==> config.mk <==
export PLATFORM = sky130hd
export DESIGN_NAME = mpp_port
export DESIGN_NICKNAME = d
export VERILOG_FILES = /design/src/hw/mpp_pkg.sv /design/src/hw/mpp_strobe_if.sv /design/src/hw/mpp_strobe_timer.sv /design/src/hw/mpp_port.sv
export VERILOG_INCLUDE_DIRS = /design/src /design/src/hw
export SDC_FILE = /design/constraint.sdc
export NUM_CORES = 1
export LEC_CHECK = 0
export ABC_AREA = 1
export BUFFER_PORTS_ARGS = -buffer_cell sky130_fd_sc_hd__buf_2
export CAP_MARGIN = 20
export CORE_MARGIN = 8
export CORE_UTILIZATION = 61
export CTS_BUF_LIST = sky130_fd_sc_hd__clkbuf_8
export CTS_CLUSTER_SIZE = 40
export DETAILED_ROUTE_END_ITERATION = 10
export MAX_ROUTING_LAYER = met4
export PLACE_DENSITY = 0.83
export SLEW_MARGIN = 20
export SYNTH_ARGS = -nofsm -noshare
export SYNTH_HDL_FRONTEND = slang
export SYNTH_SLANG_ARGS = --single-unit
==> constraint.sdc <==
create_clock -name clock_i -period 3.2 [get_ports clock_i]
set_clock_uncertainty 0.2 [all_clocks]
set_input_delay 0.32 -clock clock_i [delete_from_list [all_inputs] [get_ports clock_i]]
set_output_delay 0.32 -clock clock_i [all_outputs]
set_load 0.005 [all_outputs]
==> src/hw/mpp_defs.svh <==
// Purpose: constants for the multi-protocol peripheral port
// Assumes: 100 MHz system clock
// Notes: I2C timing counts derive from rates given in hertz
`ifndef MPP_DEFS_SVH
`define MPP_DEFS_SVH
`define MPP_CLK_HZ 100000000
`define MPP_I2C_HZ_0 20000
`define MPP_I2C_HZ_1 100000
`define MPP_I2C_HZ_2 400000
`define MPP_I2C_HZ_3 750000
// quarter-period counts, rounded down so the bus never runs slow of spec
`define MPP_I2C_Q0 (`MPP_CLK_HZ / (4 * `MPP_I2C_HZ_0))
`define MPP_I2C_Q1 (`MPP_CLK_HZ / (4 * `MPP_I2C_HZ_1))
`define MPP_I2C_Q2 (`MPP_CLK_HZ / (4 * `MPP_I2C_HZ_2))
`define MPP_I2C_Q3 (`MPP_CLK_HZ / (4 * `MPP_I2C_HZ_3))
`define MPP_SPI_HALF 16'h0004
`define MPP_STROBE_MIN 16'h0004
`define MPP_BIT_STREAM_CLK 3
`define MPP_BYTE_RESET 8'h00
`endif

==> src/hw/mpp_pkg.sv <==
// Purpose: types for the multi-protocol peripheral port
// Assumes: nothing beyond the defs header
// Notes: command codes are the host-facing operations
package mpp_pkg;
  typedef enum logic [3:0] {
    MPP_CMD_PAR_RD_DATA,
    MPP_CMD_PAR_RD_ADDR,
    MPP_CMD_PAR_WR_DATA,
    MPP_CMD_PAR_WR_ADDR,
    MPP_CMD_MEM_RD,
    MPP_CMD_MEM_WR,
    MPP_CMD_I2C,
    MPP_CMD_SPI4,
    MPP_CMD_SPI3,
    MPP_CMD_SPI_DUAL,
    MPP_CMD_BIT_STREAM
  } mpp_cmd_t;
  typedef enum logic [1:0] {
    MPP_I2C_NONE,
    MPP_I2C_START,
    MPP_I2C_STOP
  } mpp_i2c_ev_t;
endpackage : mpp_pkg

==> src/hw/mpp_strobe_if.sv <==
// Purpose: bundle between the port engine and its strobe timer
// Assumes: single clock
// Notes: start is a one-cycle pulse, done a one-cycle pulse
`timescale 1ns/100ps
interface mpp_strobe_if;
  logic start;
  logic wait_n;
  logic active;
  logic done;
  modport engine (output start, output wait_n, input active, input done);
  modport timer (input start, input wait_n, output active, output done);
endinterface : mpp_strobe_if

==> src/hw/mpp_strobe_timer.sv <==
// Purpose: times one parallel or memory strobe, stretched by wait
// Assumes: wait_n is synchronous to clock_i
// Notes: strobe lasts at least the minimum count, then until wait_n is high
`timescale 1ns/100ps
`include "mpp_defs.svh"
module mpp_strobe_timer
  import mpp_pkg::*;
(
  // clock and reset
  input wire logic clock_i,
  input wire logic rst_i,
  input wire logic enable_i,
  // engine side
  mpp_strobe_if.timer st
);
  typedef struct packed {
    logic active;
    logic done;
    logic [15:0] count;
  } mpp_timer_state_t;
  mpp_timer_state_t state;
  mpp_timer_state_t next_state;

  // count out the minimum, then hold while the peripheral waits
  always_comb begin
    next_state = state;
    next_state.done = 1'b0;
    if (st.start && !state.active) begin
      next_state.active = 1'b1;
      next_state.count = 16'h0000;
    end else if (state.active) begin
      if (state.count < `MPP_STROBE_MIN - 16'h0001) begin
        next_state.count = state.count + 16'h0001;
      end else if (st.wait_n) begin
        next_state.active = 1'b0;
        next_state.done = 1'b1;
      end
    end
  end

  // state register
  always_ff @(posedge clock_i) begin
    if (rst_i) begin
      state <= '0;
    end else if (enable_i) begin
      state <= next_state;
    end
  end

  assign st.active = state.active;
  assign st.done = state.done;
endmodule : mpp_strobe_timer

==> src/hw/mpp_port.sv <==
// Purpose: peripheral-side engine for parallel, memory, I2C and SPI transfers
// Assumes: inputs synchronous to clock_i; host gives one byte per request
// Notes: pin direction outside transfers is not programmed here
// Function
// - Peripheral mode entered when data line low at init or activity pulled low.
// - Parallel mode moves bytes on 8-bit bus with data or address strobe.
// - Parallel read keeps read/write high and strobes data or address select.
// - Parallel write drives read/write low; address set is a single byte.
// - Peripheral reset output low while the chip is in reset.
// - Memory mode pulses dedicated read strobe or write strobe on 8-bit bus.
// - Memory mode drives one register select line per transfer.
// - Memory read sets register select and asserts read strobe in the same cycle.
// - Memory write sets register select and asserts write strobe in the same cycle.
// - I2C clock at 20, 100, 400 or 750 kHz.
// - I2C engine is always the only master.
// - I2C supports raw stream and register-addressed byte sequences.
// - SPI engine is master only, driving clock and chip selects.
// - SPI is full duplex; each byte out returns one byte in.
// - Four-wire mode 0 shifts out on serial out, samples serial in.
// - Three chip selects; addressed one held for whole four-wire transfer.
// - Four- and three-wire bit order selectable, MSB or LSB first; dual mode is fixed.
// - Three-wire mode drives on rising edge, samples on falling edge.
// - Dual mode: upper nibble on primary pair, lower on secondary pair.
// - Bit stream puts bits 0-2,4,5 on the bus output with every enable low; bits 6,7 capture lines 6,7.
// - Bit stream toggles its clock on bus output bit 3 but leaves line 3 undriven.
`timescale 1ns/100ps
`include "mpp_defs.svh"
module mpp_port
  import mpp_pkg::*;
(
  // clock, reset, enable
  input wire logic clock_i,
  input wire logic rst_i,
  input wire logic enable_i,
  // mode straps
  input wire logic strap_sda_i,
  input wire logic strap_act_i,
  output logic periph_mode_o,
  // host request
  input wire logic req_valid_i,
  output logic req_ready_o,
  input wire logic [3:0] req_cmd_i,
  input wire logic [7:0] req_data_i,
  input wire logic [1:0] req_sel_i,
  input wire logic req_lsb_first_i,
  input wire logic req_last_i,
  input wire logic [1:0] i2c_rate_i,
  input wire logic [1:0] i2c_event_i,
  input wire logic i2c_read_i,
  // host answer
  output logic rsp_valid_o,
  output logic [7:0] rsp_data_o,
  output logic rsp_nack_o,
  output logic irq_pending_o,
  input wire logic irq_clear_i,
  // parallel bus
  input wire logic [7:0] parallel_data_bus_i,
  output logic [7:0] parallel_data_bus_o,
  output logic [7:0] parallel_data_bus_oe_o,
  output logic write_n_o,
  output logic data_select_n_o,
  output logic address_select_n_o,
  output logic read_n_o,
  output logic register_select_line_o,
  input wire logic wait_n_i,
  input wire logic int_req_n_i,
  output logic periph_reset_n_o,
  // i2c pins, open drain
  input wire logic scl_i,
  input wire logic sda_i,
  output logic scl_oe_o,
  output logic sda_oe_o,
  // spi pins
  input wire logic serial_in_i,
  input wire logic serial_in_secondary_i,
  output logic serial_out_o,
  output logic serial_out_secondary_o,
  output logic serial_clock_out_o,
  output logic chip_select_zero_o,
  output logic chip_select_one_o,
  output logic chip_select_two_o
);
  typedef enum logic [2:0] {
    ST_IDLE, ST_STROBE, ST_I2C, ST_SPI, ST_ANSWER
  } mpp_phase_t;

  typedef struct packed {
    mpp_phase_t phase;
    logic mode;
    logic strap_done;
    logic [3:0] cmd;
    logic [7:0] dout;
    logic [7:0] oe;
    logic wr_n;
    logic ds_n;
    logic as_n;
    logic rd_n;
    logic a0;
    logic [7:0] shift;
    logic [7:0] rx;
    logic [3:0] bits;
    logic [1:0] quarter;
    logic [15:0] tick;
    logic sck;
    logic so;
    logic so2;
    logic [2:0] cs;
    logic lsb;
    logic last;
    logic scl;
    logic sda;
    logic [1:0] i2c_ev;
    logic i2c_rd;
    logic nack;
    logic rsp;
    logic [7:0] rdata;
    logic irq_q;
    logic irq_pend;
  } mpp_state_t;

  mpp_state_t state;
  mpp_state_t next_state;
  mpp_strobe_if st();
  logic [15:0] i2c_quarter;
  logic spi_rise;
  logic spi_fall;

  // strobe timer shares one start pulse for both strobe families
  mpp_strobe_timer u_timer (
    .clock_i(clock_i),
    .rst_i(rst_i),
    .enable_i(enable_i),
    .st(st)
  );

  // ------
  // rate selection
  // ------
  always_comb begin
    unique case (i2c_rate_i)
      2'd0: i2c_quarter = 16'(`MPP_I2C_Q0);
      2'd1: i2c_quarter = 16'(`MPP_I2C_Q1);
      2'd2: i2c_quarter = 16'(`MPP_I2C_Q2);
      default: i2c_quarter = 16'(`MPP_I2C_Q3);
    endcase
  end

  assign spi_rise = (state.tick == `MPP_SPI_HALF - 16'h0001) && !state.sck;
  assign spi_fall = (state.tick == `MPP_SPI_HALF - 16'h0001) && state.sck;
  assign st.wait_n = wait_n_i;

  // ------
  // next-state logic
  // ------
  always_comb begin
    next_state = state;
    next_state.rsp = 1'b0;
    st.start = 1'b0;
    // mode strap caught once after reset release
    if (!state.strap_done) begin
      next_state.strap_done = 1'b1;
      next_state.mode = !strap_sda_i || !strap_act_i;
    end
    // interrupt edge: set wins over clear
    next_state.irq_q = int_req_n_i;
    if (irq_clear_i) begin
      next_state.irq_pend = 1'b0;
    end
    if (int_req_n_i && !state.irq_q) begin
      next_state.irq_pend = 1'b1;
    end
    unique case (state.phase)
      ST_IDLE: begin
        if (req_valid_i && state.mode && state.strap_done) begin
          next_state.cmd = req_cmd_i;
          next_state.lsb = req_lsb_first_i;
          next_state.last = req_last_i;
          next_state.tick = 16'h0000;
          next_state.quarter = 2'd0;
          next_state.bits = 4'd0;
          next_state.shift = req_data_i;
          next_state.nack = 1'b0;
          unique case (mpp_cmd_t'(req_cmd_i))
            MPP_CMD_PAR_RD_DATA, MPP_CMD_PAR_RD_ADDR: begin
              next_state.wr_n = 1'b1;
              next_state.oe = 8'h00;
              next_state.ds_n = req_cmd_i[0];
              next_state.as_n = !req_cmd_i[0];
              next_state.phase = ST_STROBE;
            end
            MPP_CMD_PAR_WR_DATA, MPP_CMD_PAR_WR_ADDR: begin
              next_state.wr_n = 1'b0;
              next_state.dout = req_data_i;
              next_state.oe = 8'hff;
              next_state.ds_n = req_cmd_i[0];
              next_state.as_n = !req_cmd_i[0];
              next_state.phase = ST_STROBE;
            end
            MPP_CMD_MEM_RD: begin
              next_state.a0 = req_sel_i[0];
              next_state.oe = 8'h00;
              next_state.rd_n = 1'b0;
              next_state.phase = ST_STROBE;
            end
            MPP_CMD_MEM_WR: begin
              next_state.a0 = req_sel_i[0];
              next_state.dout = req_data_i;
              next_state.oe = 8'hff;
              next_state.wr_n = 1'b0;
              next_state.phase = ST_STROBE;
            end
            MPP_CMD_I2C: begin
              next_state.i2c_ev = i2c_event_i;
              next_state.i2c_rd = i2c_read_i;
              next_state.phase = ST_I2C;
            end
            MPP_CMD_SPI4, MPP_CMD_SPI3, MPP_CMD_SPI_DUAL, MPP_CMD_BIT_STREAM: begin
              next_state.cs = ~(3'b001 << req_sel_i);
              next_state.phase = ST_SPI;
              if (mpp_cmd_t'(req_cmd_i) == MPP_CMD_SPI3) begin
                next_state.oe = 8'h80;
              end
              if (mpp_cmd_t'(req_cmd_i) == MPP_CMD_BIT_STREAM) begin
                next_state.oe = 8'h00;
                next_state.cs = 3'b111;
                next_state.dout = req_data_i & 8'h37;
              end
            end
            default: next_state.phase = ST_ANSWER;
          endcase
        end
      end
      ST_STROBE: begin
        st.start = !st.active && (state.tick == 16'h0000);
        next_state.tick = 16'h0001;
        if (st.done) begin
          next_state.rdata = parallel_data_bus_i;
          next_state.ds_n = 1'b1;
          next_state.as_n = 1'b1;
          next_state.rd_n = 1'b1;
          next_state.wr_n = 1'b1;
          next_state.oe = 8'h00;
          next_state.phase = ST_ANSWER;
        end
      end
      ST_I2C: begin
        next_state.tick = state.tick + 16'h0001;
        if (state.tick >= i2c_quarter - 16'h0001) begin
          next_state.tick = 16'h0000;
          next_state.quarter = state.quarter + 2'd1;
          if (mpp_i2c_ev_t'(state.i2c_ev) == MPP_I2C_START) begin
            // sda falls while scl high, then scl falls
            unique case (state.quarter)
              2'd0: begin next_state.sda = 1'b1; next_state.scl = 1'b1; end
              2'd1: next_state.sda = 1'b0;
              2'd2: next_state.scl = 1'b0;
              default: next_state.phase = ST_ANSWER;
            endcase
          end else if (mpp_i2c_ev_t'(state.i2c_ev) == MPP_I2C_STOP) begin
            unique case (state.quarter)
              2'd0: next_state.sda = 1'b0;
              2'd1: next_state.scl = 1'b1;
              2'd2: next_state.sda = 1'b1;
              default: next_state.phase = ST_ANSWER;
            endcase
          end else begin
            // nine bits: eight data then acknowledge
            unique case (state.quarter)
              2'd0: begin
                if (state.bits < 4'd8) begin
                  next_state.sda = state.i2c_rd ? 1'b1 : state.shift[7];
                end else begin
                  next_state.sda = state.i2c_rd ? state.last : 1'b1;
                end
              end
              2'd1: next_state.scl = 1'b1;
              2'd2: begin
                if (state.bits < 4'd8) begin
                  next_state.rx = {state.rx[6:0], sda_i};
                end else begin
                  next_state.nack = sda_i;
                end
              end
              default: begin
                next_state.scl = 1'b0;
                next_state.shift = {state.shift[6:0], 1'b0};
                next_state.bits = state.bits + 4'd1;
                if (state.bits == 4'd8) begin
                  next_state.rdata = state.rx;
                  next_state.phase = ST_ANSWER;
                end
              end
            endcase
          end
        end
      end
      ST_SPI: begin
        next_state.tick = state.tick + 16'h0001;
        if (state.tick == `MPP_SPI_HALF - 16'h0001) begin
          next_state.tick = 16'h0000;
          next_state.sck = !state.sck;
        end
        if (mpp_cmd_t'(state.cmd) == MPP_CMD_BIT_STREAM) begin
          // one byte is one clock pulse on output bit 3
          next_state.dout[`MPP_BIT_STREAM_CLK] = next_state.sck;
          if (spi_fall) begin
            next_state.rdata = {parallel_data_bus_i[7:6], state.dout[5:0] & 6'h37};
            next_state.phase = ST_ANSWER;
          end
        end else if (mpp_cmd_t'(state.cmd) == MPP_CMD_SPI_DUAL) begin
          next_state.so = state.shift[7 - state.bits[1:0]];
          next_state.so2 = state.shift[3 - state.bits[1:0]];
          if (spi_rise) begin
            next_state.rx[7 - state.bits[1:0]] = serial_in_i;
            next_state.rx[3 - state.bits[1:0]] = serial_in_secondary_i;
          end
          if (spi_fall) begin
            next_state.bits = state.bits + 4'd1;
            if (state.bits == 4'd3) begin
              next_state.rdata = state.rx;
              next_state.phase = ST_ANSWER;
            end
          end
        end else begin
          if (mpp_cmd_t'(state.cmd) == MPP_CMD_SPI3) begin
            // three-wire: line 7 driven after rising edge
            if (spi_rise) begin
              next_state.dout[7] = state.lsb ? state.shift[0] : state.shift[7];
            end
            if (spi_fall) begin
              next_state.rx = state.lsb ? {parallel_data_bus_i[7], state.rx[7:1]}
                                        : {state.rx[6:0], parallel_data_bus_i[7]};
            end
          end else begin
            // mode 0: data valid before rising edge, sampled there
            next_state.so = state.lsb ? state.shift[0] : state.shift[7];
            if (spi_rise) begin
              next_state.rx = state.lsb ? {serial_in_i, state.rx[7:1]}
                                        : {state.rx[6:0], serial_in_i};
            end
          end
          if (spi_fall) begin
            next_state.shift = state.lsb ? {1'b0, state.shift[7:1]}
                                         : {state.shift[6:0], 1'b0};
            next_state.bits = state.bits + 4'd1;
            if (state.bits == 4'd7) begin
              next_state.rdata = next_state.rx;
              next_state.phase = ST_ANSWER;
            end
          end
        end
      end
      ST_ANSWER: begin
        next_state.rsp = 1'b1;
        next_state.sck = 1'b0;
        next_state.tick = 16'h0000;
        if (state.last && (mpp_cmd_t'(state.cmd) != MPP_CMD_I2C)) begin
          next_state.cs = 3'b111;
          next_state.oe = 8'h00;
        end
        next_state.phase = ST_IDLE;
      end
      default: next_state.phase = ST_IDLE;
    endcase
  end

  // ------
  // state register
  // ------
  always_ff @(posedge clock_i) begin
    if (rst_i) begin
      state <= '0;
      state.wr_n <= 1'b1;
      state.ds_n <= 1'b1;
      state.as_n <= 1'b1;
      state.rd_n <= 1'b1;
      state.cs <= 3'b111;
      state.scl <= 1'b1;
      state.sda <= 1'b1;
      state.irq_q <= 1'b1;
      state.dout <= `MPP_BYTE_RESET;
    end else if (enable_i) begin
      state <= next_state;
    end
  end

  // ------
  // outputs
  // ------
  assign req_ready_o = (state.phase == ST_IDLE) && state.mode && state.strap_done;
  assign periph_mode_o = state.mode;
  assign rsp_valid_o = state.rsp;
  assign rsp_data_o = state.rdata;
  assign rsp_nack_o = state.nack;
  assign irq_pending_o = state.irq_pend;
  assign parallel_data_bus_o = state.dout;
  assign parallel_data_bus_oe_o = state.oe;
  assign write_n_o = state.wr_n;
  assign data_select_n_o = state.ds_n;
  assign address_select_n_o = state.as_n;
  assign read_n_o = state.rd_n;
  assign register_select_line_o = state.a0;
  assign periph_reset_n_o = !rst_i;
  // open drain: only ever pull low, never drive high
  assign scl_oe_o = !state.scl;
  assign sda_oe_o = !state.sda;
  assign serial_out_o = state.so;
  assign serial_out_secondary_o = state.so2;
  assign serial_clock_out_o = state.sck;
  assign chip_select_zero_o = state.cs[0];
  assign chip_select_one_o = state.cs[1];
  assign chip_select_two_o = state.cs[2];
endmodule : mpp_port

# Word-level counts from Yosys, hierarchy flattened
# Cells that the tools add are included.
# word_totals
register_bits	111
input_bits	42
output_inout_bits	43
wordCells	323
# classes
addsub	7
n_lt_le_gt_ge	7
eq_ne	64
n_shift	1
mux	126
bitwise_logic	3
n_reduce_logical	79
# ops
op	n
8-bit 2-to-1 mux	27
8-bit one-hot mux with 3 select lines	4
16-bit one-hot mux with 5 select lines	1
32-bit by 1-bit greater-or-equal comparator with 1-bit output, second input constant	2
32-bit by 4-bit < comparator with 1-bit output, second input constant	2
20-bit 2-to-1 mux	3
3-bit 2-to-1 mux	18
16-bit 2-to-1 mux	3
38-bit 2-to-1 mux	1
2-bit inequality test, second input constant	18
11-bit one-hot mux with 3 select lines	1
16-bit by 1-bit adder with 16-bit output, second input constant	2
8-bit one-hot mux with 2 select lines	2
1-bit 2-to-1 mux	31
29-bit 2-to-1 mux	1
4-bit equality test, second input constant	7
9-bit AND reduction	3
5-bit AND reduction	5
12-bit 2-to-1 mux	2
22-bit 2-to-1 mux	1
4-bit by 3-bit equality test with 1-bit output, second input constant	5
4-bit inequality test, second input constant	5
4-bit AND reduction	5
2-bit nonzero test	10
59 further kinds	128

# Depth between registers and ports, before layout
# Gate-level depths: netlist of run 1.
# depth
ltp_word	11
ltp_mapped	17
ltp_nobuf	17

# Hierarchy
# A second synthesis of run 1 with hierarchy kept.
# unflattened
cells_unflattened	1151
hier_area_um2	7091.8
# by_module_without_submodules
mod	instances	cells_per_inst	area_each_um2	seq_area_each_um2
mpp_port	1	1061	6383.6	1741.7
mpp_strobe_timer	1	90	708.2	360.3

# Least setup slack after synthesis of run 1
# Ideal clock, no wire load.
# synth_timing
path_kind	flip-flop to flip-flop
startpoint	reg state[33] in the netlist's numbering
endpoint	reg state[56] in the netlist's numbering
setup_time_ns	0.113
arrival_time_ns	2.190
required_ns	2.887
path_slack_ns	0.697
path_stages_with_launch	16
path_buffers	2
synth_period_minus_slack_ns	2.503
cell_sequence	dfxtp_1 inv_1 nand2_1 nor4_1 nand2_1 inv_1 ha_1 clkbuf_1 o21ai_1 nor2_2 nand2_1 inv_2 nand4_4 buf_2 nor2_1 nor2_1
# synth_between
elab_chain_cells	4
elab_cells_between_ends	6
cone_classes	order compare (1); eq/ne (3); reduce/logical (2)
# synth_rtl
item	line_no	rtl
start, declared	mpp_port.sv:121	mpp_state_t state;
start signal, assigned	mpp_port.sv:383	state <= next_state;
branches (longest 3 deep; another with 16-bit greater-or-equal comparator)	-	
10-bit AND reduction (no line) (*)	-	
# Mark *: on every way between the ends.
# A chain may end at the register's enable or synchronous reset.

# Worst setup path in the final report of run 1
# layout_timing
startpoint	reg state[33] in the netlist's numbering
endpoint	reg state[52] in the netlist's numbering
# layout_between
elab_chain_cells	7
elab_cells_between_ends	13
cone_classes	order compare (1); eq/ne (3); mux (6); reduce/logical (3)
# layout_rtl
item
branches (longest 7 deep; another with 16-bit greater-or-equal comparator)
# Several ways; the timed one is not identified. The select of a mux whose other input is x is not followed.

==> run_results.csv, run 1 <==
group,metric,value,unit
outcome,status,"finished clean",
clocking,h-tree-depth,3,
timing,timing.fmax,352,MHz
floorplan,start_util,0.616,
power_and_ir_drop,combPwrFrac,0.299,
clocking,cts.path.max_buffers,2,
global_route,grt_pass1_vias,6452,
floorplan,fp.dieH,123,um
critical_path,cp_data_arrival_time,2.94,ns
synth,yosys_warnings,0,
synth,syn_area_per_cell,6.29,um^2
critical_path,crit_family,"simple AND/OR/NAND/NOR gates",
route,routed_wirelength,18600,um
timing,hold_viol_final,0,
clocking,cts_resized,0,
power_and_ir_drop,switching_share,0.382,
run,cap_violations,0,
timing,setup_violations,0,
cells_and_area,drive_above_1_share,0.123,
route,dr_total_vias,7248,
synth,synthFlopType,"dfxtp_1",
global_route,grt_first_pass_wirelength,30200,um
clocking,cts_root_buffer,"clkbuf_8",
timing,min_period,2.84,ns
timing,setup_tns,0,ns
critical_path,r2r_cells,13,
critical_path,critPathBufInv,3,
route,drt_iter0_drc,663,
global_route,globalRouteOverflowTotal,0,
clocking,path_clk_slew,0.12,ns
route,post-route-drc-count,0,
timing,rsz0062_at_grt,"no",
cells_and_area,antenna_cells,0,
synth,netlist.area_leader.share,0.303,
power_and_ir_drop,cell_internal_pwr,2.06,mW
cells_and_area,fin_util,0.672,
timing,fin_crit_sh,0.887,
clocking,numCtsBuffers,9,
critical_path,crit_fanout,5,
global_route,antenna_found_initial,0,
cells_and_area,final_common_cell,"nand2_1",
synth,synth-edff-count,0,
floorplan,ios,85,
critical_path,crit_type,"flip-flop to flip-flop",
critical_path,crit_chain,"inv_1, nand2_1, nor4_1, nand2_1, inv_1, ha_1, inv_1, nand2_1, o21ai_1, nor2_1, nand3_1, a21oi_1, nor2_1",
placed_design,hpwl,13900,um
floorplan,rows,39,
critical_path,worst_setup_path_start_kind,"flip-flop",
power_and_ir_drop,leakagePower,3.65,nW
synth,synth-seq-cells,105,
synth,synth.distinct_cells,46,
synth,syn_inst,1103,
floorplan,fp.dieW,123,um
cells_and_area,mostFrequentLayoutCells,"nand2_1 (246), inv_1 (139), nor2_1 (131)",
synth,synth_nets,1173,
timing,slew-limit-headroom,0.569,
clocking,numClockSinks,105,
synth,synth.area.top_cells,"dfxtp_1 (30%), nand2_1 (13%), inv_1 (7.5%), nand3_1 (7.4%), nor2_1 (7.1%)",
power_and_ir_drop,seqPwrFrac,0.447,
floorplan,core_area,11300,um^2
hold_path,hold_class,"input port to flip-flop",
route,ant_nets,0,
synth,synth.largest_area_cell,"dfxtp_1",
placed_design,place_congestion,0.947,
clocking,cts_tree,"built",
synth,yosysSeqAreaShare,0.303,
synth,synthArstFlopShare,0,
route,wire_per_inst,14.3,um
critical_path,cpPeakStageDelay,0.47,ns
power_and_ir_drop,pwr-share-clk,0.254,
critical_path,cp_slowest_cell,"nor4_1",
cells_and_area,nNetsFinal,1227,
synth,synth_area,6940,um^2
cells_and_area,area_growth,9.17,%
global_route,grt_max_degree,47,
global_route,grt.total_usage,0.252,
power_and_ir_drop,power_density,439,nW/um^2
power_and_ir_drop,peakVddDrop,0.399,mV
route,drt_first_pass_iters,5,
route,viasPerCell,5.55,
timing,worst_slew_pin_slew,0.645,ns
clocking,post-cts-setup-buffers,0,
critical_path,cp_num_cells,13,
floorplan,die-area,15100,um^2
critical_path,crit_path_end_kind,"flip-flop",
placed_design,portBuffers,83,
critical_path,cp.required,3.30,ns
timing,slew_violations,0,
hold_path,worstHoldPathCells,3,
clocking,clk_latency,0.40,ns
power_and_ir_drop,switchingPower,1.27,mW
## area by class of cell
class                   instances  area, um^2
multi-input cells             787        3940
clock inverters                 6        60.1
clock buffers                  10         138
fillers                      1065        3690
repair buffers                107         611
well taps                     143         179
flip-flops and latches        105        2100
inverters                     147         552
## cells in the mapped netlist (all sizes together), types with 2 or more instances
cell	number
a211oi	2
xor2	6
nand3b	4
a21oi	91
a22oi	8
nand2	250
o2111ai	2
o31ai	3
nor2	136
nand3	103
o21bai	2
nor4	4
or2	7
o211ai	14
dfxtp	105
inv	147
buf	37
clkbuf	27
a221oi	3
a31oi	7
ha	28
nor3	11
o21ai	83
nand4	18
## per-stage QoR
step / power (mW) / setup slack [ns] / instance area (um^2) / hold slack (ns) / std cells
floorplan: 2.23 / 0.697 / 6940 / 0.219 / 1103
global placement: 2.47 / 0.192 / 7320 / 0.226 / 1283
detailed placement: 2.48 / 0.0374 / 7320 / 0.229 / 1283
CTS: 3.32 / 0.424 / 7580 / 0.00684 / 1305
global route: 3.51 / 0.0232 / 7580 / 0.0241 / 1305
finish: 3.33 / 0.362 / 7580 / 0.0159 / 1305
## worst min-delay path, stage by stage
cell	delay, ns
buf_2	0.08
o21ai_0	0.08
a21oi_1	0.11
## registers in the layout, indices dropped and copies added (netlist names), 2 cells and up
name and flops:
u_timer.state 16, parallel_data_bus_oe_o 2, rsp_data_o 8, parallel_data_bus_o 8, state 54
## power by group through the flow
stage	registers (mW)	clock network [mW]	logic [mW]
final	1.49	0.845	0.993
after global routing	1.50	0.898	1.11
after CTS	1.48	0.856	0.981
after detailed placement	1.51	0	0.971
after global placement	1.51	0	0.956
after floorplan	1.49	0	0.742
## per-layer routing
layer,GRT usage,vias up,share of wire
met4,0.0861,0,0.018
li1,-,3688,-
met3,0.0474,29,0.076
met2,0.413,264,0.48
met5,-,-,0
met1,0.304,3267,0.42
## final timing paths
check                        start                to  slack, ns
setup / recovery         state[33]         state[52]       0.36
hold / removal      i2c_event_i[1]         state[14]       0.02
setup reg to reg         state[33]         state[52]       0.36
hold reg to reg   u_timer.state[7]  u_timer.state[7]       0.25
## timing repair
action                     4_1_cts  5_1_grt
hold buffers                     6        0
setup endpoints to repair        0        0
hold endpoints to repair         5        0
## cells by family after synthesis
family                   Yosys count  share of synthesized area
other                              1                   0.000540
AND/OR/NAND/NOR                  534                      0.333
flip-flops                       105                      0.303
adder cells (fa/ha/maj)           28                     0.0505
buffers and inverters            211                      0.130
XOR/XNOR                           6                    0.00757
AO/OA/AOI/OAI                    218                      0.176
Note: power is estimated with default switching activity, not from simulation.
==> run 2: changes to the inputs <==
--- a/config.mk
+++ b/config.mk
@@ -7,14 +7,13 @@
 export NUM_CORES = 1
 export LEC_CHECK = 0
 export ABC_AREA = 1
-export BUFFER_PORTS_ARGS = -buffer_cell sky130_fd_sc_hd__buf_2
+export BUFFER_PORTS_ARGS = -buffer_cell sky130_fd_sc_hd__buf_4
 export CAP_MARGIN = 20
 export CORE_MARGIN = 8
 export CORE_UTILIZATION = 61
-export CTS_BUF_LIST = sky130_fd_sc_hd__clkbuf_8
+export CTS_BUF_LIST = sky130_fd_sc_hd__clkbuf_4
 export CTS_CLUSTER_SIZE = 40
 export DETAILED_ROUTE_END_ITERATION = 10
-export MAX_ROUTING_LAYER = met4
 export PLACE_DENSITY = 0.83
 export SLEW_MARGIN = 20
 export SYNTH_ARGS = -nofsm -noshare
==> run 2 against run 1 <==
  * Die area unchanged
  * Utilization increased by 3.9 points
  * Clock power decreased by 21%
  * Register-to-register slack got worse by 0.08 ns
  * Setup slack got worse by 0.079 ns
  * Critical endpoint is now state[48]
  * First-iteration DRC count increased by 14%
  * Routed wire length increased by 6.4%
  * Global-route usage increased by 0.56 points
==> run_results.csv, run 2 (synthesis results as in run 1) <==
group,metric,value,unit
outcome,status,"finished clean",
clocking,numClockSinks,105,
cells_and_area,reg.largest.list,"state (54), u_timer.state (16)",
global_route,grt_use_met2,0.444,
critical_path,crit_type,"flip-flop to flip-flop",
timing,worst_slew_pin_slew,0.662,ns
floorplan,die-area,15100,um^2
floorplan,start_util,0.616,
cells_and_area,largest_register_ffs,54,
global_route,met3_usage,0.0437,
floorplan,core_area,11300,um^2
timing,setup_tns,0,ns
placed_design,portBuffers,83,
timing,timing.fmax,343,MHz
global_route,globalRouteOverflowTotal,0,
global_route,grt_first_pass_wirelength,31800,um
global_route,grt_busiest_layer,"met2",
placed_design,place_congestion,0.931,
critical_path,cp.required,3.44,ns
route,wire_per_inst,14.8,um
cells_and_area,drive_above_1_share,0.118,
clocking,path_clk_slew,0.17,ns
critical_path,cp_data_arrival_time,3.16,ns
power_and_ir_drop,peakVddDrop,0.352,mV
cells_and_area,nNetsFinal,1256,
clocking,cts_tree,"built",
floorplan,ios,85,
critical_path,crit_fanout,4,
critical_path,critPathBufInv,3,
run,cap_violations,0,
clocking,numCtsBuffers,9,
clocking,cts.path.max_buffers,2,
critical_path,cp_slowest_cell,"nor4_1",
route,viasPerCell,5.64,
power_and_ir_drop,power_density,402,nW/um^2
cells_and_area,fin_util,0.711,
timing,rsz0062_at_grt,"no",
route,drt_iter0_drc,758,
global_route,grtUsageMet1,0.314,
critical_path,ff2ff_setup_slack,0.28,ns
hold_path,hold_class,"input port to flip-flop",
cells_and_area,top_register,"state",
timing,setup_violations,0,
timing,slew_violations,0,
global_route,antenna_found_initial,1,
critical_path,crit_path_frequent_cell,"nand2_1",
timing,hold_viol_final,0,
route,post-route-drc-count,0,
route,routed_wirelength,19800,um
global_route,grt.total_usage,0.257,
clocking,h-tree-depth,3,
critical_path,crit_path_end_kind,"flip-flop",
critical_path,worst_setup_path_start_kind,"flip-flop",
timing,min_period,2.92,ns
floorplan,rows,39,
cells_and_area,final_common_cell,"nand2_1",
timing,slew-limit-headroom,0.558,
critical_path,crit_family,"simple AND/OR/NAND/NOR gates",
route,dr_total_vias,7530,
clocking,cts_root_buffer,"clkbuf_4",
timing,fin_crit_sh,0.912,
global_route,grt_pass1_vias,6845,
critical_path,crit_chain,"inv_1, nand2_1, nor4_1, nand2_1, inv_1, ha_1, inv_1, nand2_1, o21ai_1, nor2_1, nand3_1, nand2_1, nand2_1, nor2_1",
global_route,grt_max_degree,48,
placed_design,hpwl,14100,um
critical_path,cpPeakStageDelay,0.47,ns
floorplan,fp.dieW,123,um
power_and_ir_drop,leakagePower,3.79,nW
floorplan,fp.dieH,123,um
clocking,clk_latency,0.49,ns
cells_and_area,area_growth,15.5,%
power_and_ir_drop,power.total,3.23,mW
cells_and_area,mostFrequentLayoutCells,"nand2_1 (246), inv_1 (138), nor2_1 (131)",
route,drt_first_pass_iters,5,
clocking,post-cts-setup-buffers,0,
route,ant_nets,0,
==> run 2: changes by cell type in the layout (fill, tap and decap cells not counted) <==
| cell | delta |
|---|---|
| clkinv_4 | -1 |
| clkbuf_8 | -10 |
| dlygate4sd3_1 | +32 |
| clkbuf_4 | +9 |
| clkinvlp_4 | +1 |
| clkinv_8 | -1 |
| inv_2 | +1 |
| buf_4 | +80 |
| inv_1 | -1 |
| buf_2 | -83 |
| diode_2 | +1 |
| clkinv_2 | +1 |
| inv_8 | +1 |
==> run 2: tightest hold or removal path: cells and delay by family <==
kind            cells  cell delay, ns
simple gates        3            0.22
buf+inv             1            0.11
compound gates      1            0.08
==> run 2: path summary, 6_finish.rpt <==
path                                             start  cells past startpoint                to
worst min register to register        u_timer.state[9]                      2  u_timer.state[9]
worst min-delay path            parallel_data_bus_i[7]                      5     rsp_data_o[7]
worst max register to register               state[34]                     14         state[48]
worst max-delay path                         state[34]                     14         state[48]
==> run 2: report_power, final <==
part | total (mW) | internal, mW | switching, mW | leakage (nW)
sequential | 1.49 | 1.41 | 0.0888 | 0.848
combinational | 1.06 | 0.383 | 0.679 | 2.87
clock | 0.670 | 0.175 | 0.495 | 0.0696
total | 3.23 | 1.96 | 1.26 | 3.79
==> run 2: area by class of cell <==
type / count / area [um^2]
Antenna cell: 1 / 2.50
Clock buffer: 9 / 67.6
Clock inverter: 7 / 58.8
Fill cell: 1002 / 3260
Inverter: 147 / 552
Multi-Input combinational cell: 787 / 3940
Sequential cell: 105 / 2100
Tap cell: 143 / 179
Timing Repair Buffer: 136 / 1120
==> run 2: routing by layer <==
metal  routed length (um)  vias up  share of wire
met2                 9550      311           0.48
met3                 1450       51          0.073
met5                    0        -              0
met4                  513        0          0.026
met1                 8290     3423           0.42
li1                     -     3745              -
==> run 2: repair_timing <==
item,4_1_cts,5_1_grt
hold endpoints to repair,39,0
setup endpoints to repair,0,1
gates resized for setup,0,1
hold buffers,38,0
==> run 2: metrics by stage <==
stage               hold slack [ns]  setup slack (ns)  instances  cell area, um^2
detailed placement            0.229            0.0953       1280             7510
global placement              0.227             0.156       1280             7510
floorplan                     0.219             0.697       1103             6940
global route                 0.0677            0.0689       1335             8020
finish                       0.0600             0.283       1335             8020
CTS                         0.00828             0.307       1334             8010
==> run 3: changes to the inputs <==
--- a/config.mk
+++ b/config.mk
@@ -6,7 +6,7 @@
 export SDC_FILE = /design/constraint.sdc
 export NUM_CORES = 1
 export LEC_CHECK = 0
-export ABC_AREA = 1
+export ABC_AREA = 0
 export BUFFER_PORTS_ARGS = -buffer_cell sky130_fd_sc_hd__buf_4
 export CAP_MARGIN = 20
 export CORE_MARGIN = 8
@@ -14,6 +14,7 @@
 export CTS_BUF_LIST = sky130_fd_sc_hd__clkbuf_4
 export CTS_CLUSTER_SIZE = 40
 export DETAILED_ROUTE_END_ITERATION = 10
+export MAX_ROUTING_LAYER = met4
 export PLACE_DENSITY = 0.83
 export SLEW_MARGIN = 20
 export SYNTH_ARGS = -nofsm -noshare
==> run 3 against run 2 <==
  * Register-to-register slack lost 0.22 ns
  * Global-route usage grew 2.5 points
  * Via count shrank 8.5%
  * Setup slack lost 0.22 ns
  * Non-clock buffer count grew 16
  * Sequential power shrank 8%
  * Critical endpoint is now state[55]
  * Highest routed layer unchanged
==> run_results.csv, run 3 <==
group,metric,value,unit
outcome,status,"finished clean",
critical_path,reg2reg_to,"state[55]",
cells_and_area,final_common_cell,"buf_4",
timing,setup_tns,0,ns
route,dr_total_vias,6888,
placed_design,place_congestion,0.981,
timing,min_period,3.13,ns
route,ant_nets,0,
hold_path,hold_class,"input port to flip-flop",
clocking,path_clk_slew,0.20,ns
floorplan,ios,85,
synth,netlist.area_leader.share,0.310,
placed_design,place_inst,1029,
power_and_ir_drop,pwr-share-clk,0.276,
power_and_ir_drop,switching_share,0.337,
route,routed_wirelength,20500,um
power_and_ir_drop,leakagePower,3.17,nW
global_route,grt_max_degree,73,
global_route,antenna_found_initial,0,
critical_path,rr_startpoint,"state[31]",
cells_and_area,fin_util,0.737,
critical_path,crit_chain,"or3_1, nor4_4, ha_1, nor4bb_1, a211oi_2, a21boi_1, o211a_1, buf_12, nor2_1, a211oi_1",
synth,yosysSeqAreaShare,0.310,
timing,slew_violations,0,
power_and_ir_drop,peakVddDrop,0.311,mV
timing,setup_violations,0,
cells_and_area,reg.largest.list,"state (54), u_timer.state (16)",
cells_and_area,largest_register_ffs,54,
synth,syn_inst,843,
clocking,cts_root_buffer,"clkbuf_4",
synth,synth-edff-count,0,
route,drt_first_pass_iters,6,
clocking,numClockSinks,105,
synth,yosys_warnings,0,
cells_and_area,drive_above_1_share,0.185,
clocking,cts_tree,"built",
synth,synthFlopType,"dfxtp_1",
cells_and_area,antenna_cells,0,
synth,synthArstFlopShare,0,
clocking,numCtsBuffers,9,
timing,layout_setup_ws,0.0662,ns
cells_and_area,area_growth,18.0,%
power_and_ir_drop,cell_internal_pwr,1.75,mW
route,drt_iter0_drc,843,
global_route,grt.total_usage,0.282,
clocking,clk_latency,0.51,ns
critical_path,crit_path_end_kind,"flip-flop",
timing,slew-limit-headroom,0.321,
clocking,h-tree-depth,3,
synth,yosysMostFrequentCell,"dfxtp_1",
critical_path,cp_num_cells,10,
critical_path,crit_end,"state[55]",
floorplan,start_util,0.625,
floorplan,fp.dieH,121,um
floorplan,core_area,10800,um^2
cells_and_area,instances_no_fill,1077,
cells_and_area,fin_area,7990,um^2
floorplan,rows,38,
synth,syn_area_per_cell,8.03,um^2
timing,hold_viol_final,0,
clocking,cts.path.max_buffers,2,
critical_path,cpPeakStageDelay,0.41,ns
timing,holdWs,0.0134,ns
placed_design,hpwl,14800,um
route,wire_per_inst,19.1,um
synth,synth.largest_area_cell,"dfxtp_1",
critical_path,crit_fanout,16,
timing,timing.fmax,319,MHz
power_and_ir_drop,power.total,2.64,mW
synth,synth_area,6770,um^2
critical_path,crit_family,"compound AO/OA/AOI/OAI gates",
run,cap_violations,0,
placed_design,placed_area,7490,um^2
timing,worst_slew_pin_slew,1.01,ns
placed_design,place_ws,-0.0927,ns
route,post-route-drc-count,0,
critical_path,crit_start,"state[31]",
timing,fin_crit_sh,0.979,
global_route,globalRouteOverflowTotal,0,
clocking,post-cts-setup-buffers,0,
synth,synth.area.top_cells,"dfxtp_1 (31%), a21oi_1 (5.3%), ha_1 (5.2%), nor2_1 (4.7%), mux2i_1 (4.6%)",
global_route,grt_first_pass_wirelength,32900,um
critical_path,ff2ff_setup_slack,0.07,ns
power_and_ir_drop,power_density,331,nW/um^2
synth,synth_nets,913,
critical_path,cp_slowest_cell,"or3_1",
critical_path,worst_setup_path_start_kind,"flip-flop",
power_and_ir_drop,combPwrFrac,0.204,
synth,synth.distinct_cells,81,
critical_path,crit_type,"flip-flop to flip-flop",
synth,synth_commonest_cells,"dfxtp_1 (105), nor2_1 (85), a21oi_1 (72)",
cells_and_area,top_register,"state",
cells_and_area,mostFrequentLayoutCells,"buf_4 (119), dfxtp_1 (104), nor2_1 (85)",
critical_path,cp_data_arrival_time,3.35,ns
critical_path,critPathBufInv,1,
floorplan,die-area,14700,um^2
critical_path,cp.required,3.42,ns
cells_and_area,nNetsFinal,1002,
power_and_ir_drop,seqPwrFrac,0.520,
synth,synth-seq-cells,105,
critical_path,r2r_cells,10,
route,viasPerCell,6.40,
power_and_ir_drop,switchingPower,0.891,mW
global_route,grt_pass1_vias,6566,
placed_design,portBuffers,83,
floorplan,fp.dieW,121,um
[run 3: cell count changes after synthesis, sizes merged, moves of 13 or more]
cell    before  now
and3         0   15
a21oi       91   72
mux2         0   13
nor2       136   85
nand3      103   37
a211oi       2   18
o21ai       83   50
inv        147   32
nand2      250   66
mux2i        0   32
[run 3: timing repair]
item / CTS / global route
hold buffers: 32 / 0
setup endpoints to repair: 0 / 22
gates resized for setup: 0 / 6
endpoints found under the hold margin: 36 / 0
[run 3: per-layer routing]
metal,vias up,wire length [um],track usage
li1,3225,-,-
met1,3236,8000,0.334
met2,370,10100,0.468
met3,57,1860,0.0437
met4,0,573,0.116
met5,-,0,-
[run 3: worst min-delay path by stage]
stage	startpoint	end	slack [ns]	cells past startpoint
2_1_floorplan	strap_sda_i	periph_mode_o	0.23	1
3_3_place_gp	parallel_data_bus_oe_o[7]	parallel_data_bus_oe_o[7]	0.25	2
3_5_place_dp	parallel_data_bus_oe_o[7]	parallel_data_bus_oe_o[7]	0.26	2
4_1_cts	parallel_data_bus_i[4]	rsp_data_o[4]	0.01	3
5_1_grt	parallel_data_bus_i[4]	rsp_data_o[4]	0.07	3
6_report	parallel_data_bus_i[4]	rsp_data_o[4]	0.01	3
[run 3: cell type report]
cell class | instances | area, um^2
clock buffer | 9 | 67.6
multi-input combinational | 630 | 4210
inverter | 34 | 128
timing repair buffer | 152 | 1230
fill | 828 | 2850
tap | 140 | 175
clock inverter | 7 | 76.3
sequential | 105 | 2100
[run 3: cells by family (layout without fill, tap and decap cells)]
family          Yosys count  count (layout)  share of synthesized area
mux                      47              47                     0.0761
buf+inv                 108             202                     0.0756
other cells               1               1                   0.000554
xor+xnor                 13              13                     0.0168
flops                   105             105                      0.310
fa+ha+maj                28              28                     0.0517
compound gates          235             235                      0.232
simple gates            306             306                      0.237
[run 3: power groups by stage]
stage / sequential, mW / combinational (mW) / clock [mW]
finish: 1.37 / 0.539 / 0.729
global route: 1.38 / 0.578 / 0.786
CTS: 1.37 / 0.520 / 0.730
detailed placement: 1.40 / 0.487 / 0
global placement: 1.40 / 0.471 / 0
floorplan: 1.38 / 0.317 / 0
[run 3: tightest hold or removal path, delay by kind of cell]
| kind | cells | cell delay, ns |
|---|---|---|
| AOI/OAI and AO/OA | 2 | 0.29 |
| buffers and inverters | 1 | 0.08 |
